## src/outport_pkg.sv

```systemverilog
`default_nettype none
package outport_pkg;
	// register addresses in i/o data memory
	localparam logic [7:0] ADDR_OUT_HIGH = 8'hD3;
	localparam logic [7:0] ADDR_OUT_LOW = 8'hD4;
	localparam logic [7:0] ADDR_TONE_CTRL = 8'hDD;
	localparam logic [7:0] ADDR_LINE_CTRL = 8'hE3;
	localparam logic [7:0] ADDR_SPKR_CTRL = 8'hE4;
	localparam logic [7:0] ADDR_SPECIAL_SEL = 8'hEA;
	// field positions
	localparam int TONE_FREQ_BIT = 0;
	localparam int INV_TONE_BIT = 2;
	localparam int TONE_SEL_BIT = 3;
	localparam int FLASH_BIT = 0;
	localparam int PAUSE_BIT = 1;
	localparam int LINE_KEEP_BIT = 2;
	localparam int SPKR_BIT = 3;
	localparam int LINE_KEEP_SEL_BIT = 2;
	localparam int SPKR_SEL_BIT = 3;
	// reset value shared by all nibbles
	localparam logic [3:0] NIBBLE_RESET = 4'h0;
	// tone timing: half period of the 4 kHz tone
	localparam int CLK_HZ = 20000000;
	localparam int TONE_HZ_FAST = 4000;
	localparam int HALF_CYCLES = CLK_HZ / (2 * TONE_HZ_FAST);
endpackage : outport_pkg
`default_nettype wire

```

## src/output_port_special_mux.sv

```systemverilog
// Contract
// [RQ1] terminals drive their register bits
// [RQ2] reset clears all eight output bits
// [RQ3] output registers read back stored values
// [RQ4] reset clears every special select bit
// [RQ5] software clears select for plain output
// [RQ6] tone_sel: tone on bit0, high on bit1
// [RQ7] inv_tone_sel: inverted tone likewise on terminal0
// [RQ8] select cleared with bit zero drives low
// [RQ9] tone 4 kHz, or 2 kHz with tone_freq_sel
// [RQ10] line_keep_sel: line_keep_bit or forced high
// [RQ11] spkr_sel: spkr_ctrl or forced high
// [RQ12] line register: keep bit, write-only triggers
// [RQ13] unused bits read zero, no storage
// [RQ14] software clears register bit before select
// [RQ15] low nibble and high nibble registers
// [RQ16] tone control bits 3,2,0; bit1 unused
// [RQ17] tone from divider, exact complements
`timescale 1ns/1ns
`default_nettype none
module output_port_special_mux #(
	parameter int HALF_CYCLES = outport_pkg::HALF_CYCLES
) (
	input wire logic i_sys_clk,
	input wire logic i_rst,
	input wire logic [7:0] i_addr,
	input wire logic i_wr,
	input wire logic i_rd,
	input wire logic [3:0] i_wdata,
	output logic [3:0] o_rdata,
	output logic [3:0] o_out_low_nibble,
	output logic [3:0] o_out_high_nibble,
	output logic o_pause_pulse,
	output logic o_flash_pulse
);

	typedef struct packed {
		logic [3:0] out_low;
		logic [3:0] out_high;
		logic tone_sel;
		logic inv_tone_sel;
		logic tone_freq_sel;
		logic line_keep_bit;
		logic spkr_ctrl;
		logic line_keep_sel;
		logic spkr_sel;
		logic [15:0] div_cnt;
		logic half_tog;
		logic tone;
		logic [3:0] pin_high;
		logic [3:0] rdata;
		logic pause_pulse;
		logic flash_pulse;
	} state_t;

	state_t cur;
	state_t next_cur;

	function automatic logic hit(input logic [7:0] a, input logic [7:0] reg_addr);
		hit = (a == reg_addr);
	endfunction : hit

	////////////////////////////////////////////////////////////////////
	// next-state logic
	always_comb begin
		next_cur = cur;
		next_cur.pause_pulse = 1'h0;
		next_cur.flash_pulse = 1'h0;
		// register writes; unused bits are simply not stored
		if (i_wr) begin
			if (hit(i_addr, outport_pkg::ADDR_OUT_LOW)) next_cur.out_low = i_wdata; // see [RQ15]
			if (hit(i_addr, outport_pkg::ADDR_OUT_HIGH)) next_cur.out_high = i_wdata; // see [RQ15]
			if (hit(i_addr, outport_pkg::ADDR_TONE_CTRL)) begin
				next_cur.tone_sel = i_wdata[outport_pkg::TONE_SEL_BIT]; // see [RQ16]
				next_cur.inv_tone_sel = i_wdata[outport_pkg::INV_TONE_BIT];
				next_cur.tone_freq_sel = i_wdata[outport_pkg::TONE_FREQ_BIT];
			end
			if (hit(i_addr, outport_pkg::ADDR_LINE_CTRL)) begin
				next_cur.line_keep_bit = i_wdata[outport_pkg::LINE_KEEP_BIT]; // see [RQ12]
				next_cur.pause_pulse = i_wdata[outport_pkg::PAUSE_BIT];
				next_cur.flash_pulse = i_wdata[outport_pkg::FLASH_BIT];
			end
			if (hit(i_addr, outport_pkg::ADDR_SPKR_CTRL))
				next_cur.spkr_ctrl = i_wdata[outport_pkg::SPKR_BIT];
			if (hit(i_addr, outport_pkg::ADDR_SPECIAL_SEL)) begin
				next_cur.line_keep_sel = i_wdata[outport_pkg::LINE_KEEP_SEL_BIT];
				next_cur.spkr_sel = i_wdata[outport_pkg::SPKR_SEL_BIT];
			end
		end
		// read data registered one cycle after i_rd; unused bits zero
		next_cur.rdata = 4'h0; // see [RQ13]
		if (i_rd) begin
			if (hit(i_addr, outport_pkg::ADDR_OUT_LOW)) next_cur.rdata = cur.out_low; // see [RQ3]
			if (hit(i_addr, outport_pkg::ADDR_OUT_HIGH)) next_cur.rdata = cur.out_high; // see [RQ3]
			if (hit(i_addr, outport_pkg::ADDR_TONE_CTRL))
				next_cur.rdata = {cur.tone_sel, cur.inv_tone_sel, 1'h0, cur.tone_freq_sel};
			if (hit(i_addr, outport_pkg::ADDR_LINE_CTRL))
				next_cur.rdata = {1'h0, cur.line_keep_bit, 2'h0}; // see [RQ12]
			if (hit(i_addr, outport_pkg::ADDR_SPKR_CTRL))
				next_cur.rdata = {cur.spkr_ctrl, 3'h0};
			if (hit(i_addr, outport_pkg::ADDR_SPECIAL_SEL))
				next_cur.rdata = {cur.spkr_sel, cur.line_keep_sel, 2'h0};
		end
		// tone divider: 2 kHz toggles the tone every other half period
		// limitation: the 16-bit divider caps HALF_CYCLES at 65536
		if (cur.div_cnt >= 16'(HALF_CYCLES - 1)) begin
			next_cur.div_cnt = 16'h0000;
			next_cur.half_tog = ~cur.half_tog;
			if (!cur.tone_freq_sel || cur.half_tog) next_cur.tone = ~cur.tone; // see [RQ9]
		end else begin
			next_cur.div_cnt = cur.div_cnt + 16'h0001;
		end
		// terminal mux; register bit 1 forces high, bit 0 passes special source
		next_cur.pin_high[0] = cur.out_high[0] | (cur.inv_tone_sel & ~cur.tone); // see [RQ7]
		next_cur.pin_high[1] = cur.out_high[1] | (cur.tone_sel & cur.tone); // see [RQ6] [RQ8] [RQ17]
		next_cur.pin_high[2] = cur.out_high[2] | (cur.line_keep_sel & cur.line_keep_bit); // see [RQ10]
		next_cur.pin_high[3] = cur.out_high[3] | (cur.spkr_sel & cur.spkr_ctrl); // see [RQ11]
	end

	////////////////////////////////////////////////////////////////////
	// state register; reset makes every terminal a plain low output
	always_ff @(posedge i_sys_clk) begin
		if (i_rst) begin
			cur <= '0; // see [RQ2] [RQ4]
		end else begin
			cur <= next_cur;
		end
	end

	assign o_out_low_nibble = cur.out_low; // see [RQ1]
	assign o_out_high_nibble = cur.pin_high;
	assign o_rdata = cur.rdata;
	assign o_pause_pulse = cur.pause_pulse;
	assign o_flash_pulse = cur.flash_pulse;
endmodule : output_port_special_mux
`default_nettype wire

```

## config.mk

```make
export PLATFORM = sky130hd
export DESIGN_NAME = output_port_special_mux
export DESIGN_NICKNAME = d
export VERILOG_FILES = /design/src/outport_pkg.sv /design/src/output_port_special_mux.sv
export SDC_FILE = /design/constraint.sdc
export NUM_CORES = 1
export LEC_CHECK = 0
export BUFFER_PORTS_ARGS = -buffer_cell sky130_fd_sc_hd__buf_2
export CELL_PAD_IN_SITES_DETAIL_PLACEMENT = 0
export CELL_PAD_IN_SITES_GLOBAL_PLACEMENT = 1
export CORE_MARGIN = 2
export CORE_UTILIZATION = 46
export CTS_CLUSTER_DIAMETER = 150
export CTS_CLUSTER_SIZE = 14
export DETAILED_ROUTE_END_ITERATION = 10
export PLACE_DENSITY = 0.8
export SLEW_MARGIN = 10
export SYNTH_ARGS = -nofsm -noshare
export SYNTH_HDL_FRONTEND = slang
export SYNTH_SLANG_ARGS = --single-unit
```

## constraint.sdc

```tcl
create_clock -name i_sys_clk -period 3.7 [get_ports i_sys_clk]
set_clock_uncertainty 0.05 [all_clocks]
set_input_delay 0.74 -clock i_sys_clk [delete_from_list [all_inputs] [get_ports i_sys_clk]]
set_output_delay 0.74 -clock i_sys_clk [all_outputs]
set_load 0.02 [all_outputs]
```

==> qor.yml, run 1 <==
postCtsSetupBuffers: 0
fin_nets: 251
status: "completed"
synth_edf_count: 0
clockBufferDepth: 2
powerDensity_mw_per_mm2: 369
worstPathArrival_ps: 2100
ys_ff_latch: 43
fmax_mhz: 506
synthTopCellsByArea: "dfxtp_1 43%, mux2i_1 7.5%, nor2_1 4.9%"
worst_slack_ps: 1720
seq_power_share_pct: 58.7
dr.pass1.iters: 4
clock-sinks: 43
hp-class: "reg2reg"
place_hpwl_um: 2860
pwr-share-comb_pct: 5.5
critPathMaxFanout: 9
startpoint_type: "primary input"
htreeDepth: 2
fin_crit_sh_pct: 53.4
worst_pin_slew_ps: 695
routed_wl_um: 3890
avgRoutedWirePerCell_um: 13.7
ioPinCount: 30
cts_resized: 0
cp.required_ps: 3820
placed_cell_area_mm2: 0.00209
syn_area_per_cell_um2: 9.33
clkPwrFrac_pct: 35.9
synth_area_leader_cell: "dfxtp_1"
clk_pin_slew_ps: 80
antenna_found_initial: 0
grt_pass1_wl_um: 6540
start_util_pct: 48.9
p_leak_nw: 0.807
gp_congestion: 0.864
clk-insertion-delay-late_ps: 290
dp_worst_setup_slack_ps: 1420
switching_share_pct: 23.2
fin_cells: 285
setup_tns_ps: 0
core-area_mm2: 0.00409
grt_usage_pct: 16.5
synthArstFlopShare_pct: 0
vias: 1550
relSlewSlack_pct: 53.1
syn_area_mm2: 0.00200
p_int_mw: 0.616
fin_crit_ps: 1980
p_switching_mw: 0.187
critPathCaptureType: "register"
ys_seq_area_share_pct: 43.1
fp-row-count: 23
synth_top_area_share_pct: 43.1
synth-main-ff-cell: "dfxtp_1"
crit_type: "in2reg"
yosys_warnings: 0
hold_buffers: 0
drc_errors: 0
cap_violations: 0
ir_drop_mv: 0.250
die_w_um: 69.9
numCtsBuffers: 5
synth.distinct_cells: 53
cts_root_buffer: "clkbuf_8"
slew_viol_final: 0
drive_above_1_share_pct: 19.6
die-area_mm2: 0.00488
synthCells: 214
fin_hold_ws_ps: 463
vias_per_cell: 5.44
overflow: 0
placed_cells: 277
setup_viol: 0
grt_pass1_vias: 1350
grt_max_degree: 31
syn_to_final_growth_pct: 9.09
final_area_mm2: 0.00218
ant_nets: 0
io_buffers: 29
die_y_um: 69.9
cts_tree: "done"
drt_iter0_drc: 102
rsz0062_at_grt: "no"
fin_total_pwr_mw: 0.803
final_core_util_pct: 53.3
n_antenna_cell: 0
hold_viol: 0
routing by layer:
layer	part of all wire [%]	vias to the layer above	wire length (um)	track usage (%)
met2	42	35	1630	23.4
met3	4.6	4	178	3.46
met4	1.1	0	42	5.13
li1	-	798	-	-
met5	0	-	0	0
met1	53	713	2050	25.0
area by class of cell:
type                    instances  area, um^2
repair buffers                 30         153
well taps                      50        62.6
clock buffers                   6        72.6
inverters                       2        7.51
clock inverters                 2        12.5
fillers                       397        1910
flip-flops and latches         43         861
multi-input cells             152        1010
cell usage in the layout (no fill, tap or decap), drive strengths merged, types with 3 or more instances in the layout:
master | Yosys | layout
clkbuf | 5 | 6
xor2 | 5 | 5
buf | 15 | 30
mux2i | 15 | 15
dfxtp | 43 | 43
xnor2 | 4 | 4
o21ai | 4 | 4
nand3 | 7 | 7
and2 | 3 | 3
a21oi | 7 | 7
nand2 | 7 | 7
nand2b | 4 | 4
conb | 1 | 4
nor3 | 20 | 20
nor2 | 26 | 26
nor4 | 3 | 3
nand4 | 5 | 5
nor2b | 3 | 3
nor3b | 3 | 3
cells by family after synthesis:
kind of cell,share of synthesized area [%]
AOI/OAI and AO/OA,8.58
adders and majority gates,0.626
other,0.188
xor gates and xnor gates,3.95
buffers and inverters,6.89
and+or+nand+nor,29.1
DFF,43.1
muxes,7.52
power groups by stage:
stage                     combinational, mW  sequential, mW  clock [mW]
after floorplan                      0.0252           0.481           0
final                                0.0439           0.471       0.288
after global routing                 0.0485           0.472       0.318
after detailed placement             0.0432           0.482           0
after CTS                            0.0435           0.471       0.302
after global placement               0.0434           0.482           0
sequential cells by signal, indices dropped and copies added (netlist names):
signal / flops
o_out_low_nibble: 4
o_pause_pulse: 1
cur: 29
o_out_high_nibble: 4
o_flash_pulse: 1
o_rdata: 4
cell usage after synthesis (all sizes together) (2+ instances only):
cell type,count
clkbuf,5
nand2b,4
xnor2,4
nor3b,3
mux2i,15
and4b,2
nor2b,3
nand4bb,2
inv,2
nor4b,2
xor2,5
nand2,7
buf,15
nand4b,2
a21oi,7
nor3,20
and3,2
nor2,26
nand4,5
nor4,3
o21ai,4
dfxtp,43
o211a,2
and2,3
a21boi,2
nor4bb,2
nand3,7
final timing paths:
path	depth (start not counted)	slack, ps	end	from
min reg2reg	1	460	cur[12]$_SDFF_PP0_	cur[12]$_SDFF_PP0_
max reg2reg	5	1960	cur[23]$_SDFF_PP0_	cur[12]$_SDFF_PP0_
min	1	460	cur[12]$_SDFF_PP0_	cur[12]$_SDFF_PP0_
max	5	1720	o_out_low_nibble[3]$_SDFFE_PP0P_	i_addr[1]
worst max-delay path, cell delays in order:
cell and delay (ps):
buf_2 140, or4b_4 570, nor3_4 340, mux2i_1 250, nor2_1 50
Power figures use the tool's default switching activity.
==> inputs of run 2 (changes only) <==
CORE_UTILIZATION = 38   (was 46)
PLACE_DENSITY = 0.71   (was 0.8)
clock period = 1.6 ns   (was 3.7 ns; I/O delays follow)
==> run 2 against run 1 <==
  * Count of clock-buffer cells in the layout stayed put
  * Utilization is 3.5 points lower
  * Sequential power is 130% higher
  * Register-to-register slack worse by 1900 ps
  * Wire length is 8.1% higher
  * Via count is 3.6% higher
  * Design area is 16% higher
  * Critical endpoint is now cur[23]$_SDFF_PP0_
  * Hold slack worse by 250 ps
  * Critical path type is now reg2reg
  * Largest cell class unchanged
  * Global-route usage is 0.83 points lower
  * First-iteration DRC count is 46% lower
  * Critical path depth stayed put
==> qor.yml, run 2 (synthesized netlist as in run 1, its figures left out) <==
worst_slack_ps: 15.7
grt_max_degree: 23
n_antenna_cell: 0
clk-insertion-delay-late_ps: 290
cap_violations: 0
drc_errors: 0
hp-class: "in2reg"
fmax_mhz: 631
ff2ff_setup_slack_ps: 20
critPathCaptureType: "register"
clk_pin_slew_ps: 80
slew_viol_final: 0
start_util_pct: 39.3
die-area_mm2: 0.00585
grt_pass1_wl_um: 7410
p_leak_nw: 0.980
grt_pass1_vias: 1573
status: "completed"
vias: 1606
grt_usage_pct: 15.7
crit_type: "reg2reg"
clockBufferDepth: 2
die_y_um: 76.5
overflow: 0
mostFrequentLayoutCells: "43 x dfxtp_1, 30 x buf_4, 29 x buf_2"
cts_tree: "done"
hold_buffers: 0
ff_latch_area_um2: 861
rsz0062_at_grt: "yes"
place_hpwl_um: 3160
core-area_mm2: 0.00507
avgRoutedWirePerCell_um: 12.6
fin_nets: 280
critPathMaxFanout: 12
layout_commonest_cell: "dfxtp_1"
regMostFlops: "cur"
htreeDepth: 2
setup_tns_ps: 0
clock-sinks: 43
worstPathArrival_ps: 1750
fin_total_pwr_mw: 2.19
placed_cells: 326
dr.pass1.iters: 4
cp.required_ps: 1770
vias_per_cell: 4.81
startpoint_type: "register"
io_buffers: 29
ir_drop_mv: 0.566
dp_worst_setup_slack_ps: -118
cts_root_buffer: "clkbuf_8"
fin_crit_sh_pct: 99.0
ant_nets: 0
powerDensity_mw_per_mm2: 868
fin_crit_ps: 1580
routed_wl_um: 4210
multi_input_area_mm2: 0.00107
die_w_um: 76.5
fp-row-count: 26
largest_reg_flops: 29
placed_cell_area_mm2: 0.00235
drive_above_1_share_pct: 31.8
numCtsBuffers: 5
antenna_found_initial: 0
fin_cells: 334
hold_viol: 0
ioPinCount: 30
fill_cells: 500
gp_congestion: 0.835
syn_to_final_growth_pct: 26.6
setup_viol: 0
drt_iter0_drc: 55
final_area_mm2: 0.00253
run 2: changes by cell type in the layout (fill, tap and decap cells not counted), sizes merged:
cell      delta
bufinv       +2
clkinvlp     -1
buf         +29
clkinv       -1
run 2: worst max-delay path, stage by stage (launching register included):
cell      delay, ps
dfxtp_1         320
ha_2            180
or4_4           440
o21ai_4         170
a21boi_4        140
a211oi_2        210
run 2: area by class of cell:
type                            count  share of cell area, %
Multi-Input combinational cell    152                   42.3
Tap cell                           70                   3.47
Clock inverter                      2                   2.38
Timing Repair Buffer               59                   14.7
Clock buffer                        6                   2.87
Sequential cell                    43                   34.1
Inverter                            2                  0.297
run 2: worst paths after layout:
| path | startpoint | endpoint | cells after the start |
|---|---|---|---|
| worst max register to register | cur[12]$_SDFF_PP0_ | cur[23]$_SDFF_PP0_ | 5 |
| worst min-delay path | i_wdata[1] | o_pause_pulse$_SDFF_PP0_ | 2 |
| worst max-delay path | cur[12]$_SDFF_PP0_ | cur[23]$_SDFF_PP0_ | 5 |
| worst min register to register | cur[38]$_SDFFE_PP0P_ | o_out_high_nibble[3]$_SDFF_PP0_ | 2 |
run 2: metal layers:
| metal | GRT usage (%) | up-vias | wire, um |
|---|---|---|---|
| met3 | 4.62 | 6 | 211 |
| met2 | 26.0 | 30 | 1980 |
| met1 | 19.9 | 720 | 1970 |
| met5 | 0 | - | 0 |
| li1 | - | 850 | - |
| met4 | 4.36 | 0 | 44 |
run 2: power breakdown:
part | internal (mW) | switching [mW]
Sequential | 1.08 | 0.00774
Clock | 0.624 | 0.359
Combinational | 0.0556 | 0.0682
run 2: timing repair:
item	4_1_cts	5_1_grt
cloned	0	0
pin swaps	0	1
resized for setup	1	8
setup buffers	0	0
endpoints found under the hold margin	0	0
endpoints found under the setup margin	4	13
run 2: through the flow:
step	hold WS (ps)	util (%)
2_1_floorplan	392	-
3_3_place_gp	443	46.3
3_5_place_dp	456	46.3
4_1_cts	211	49.1
5_1_grt	231	49.8
6_report	218	49.8
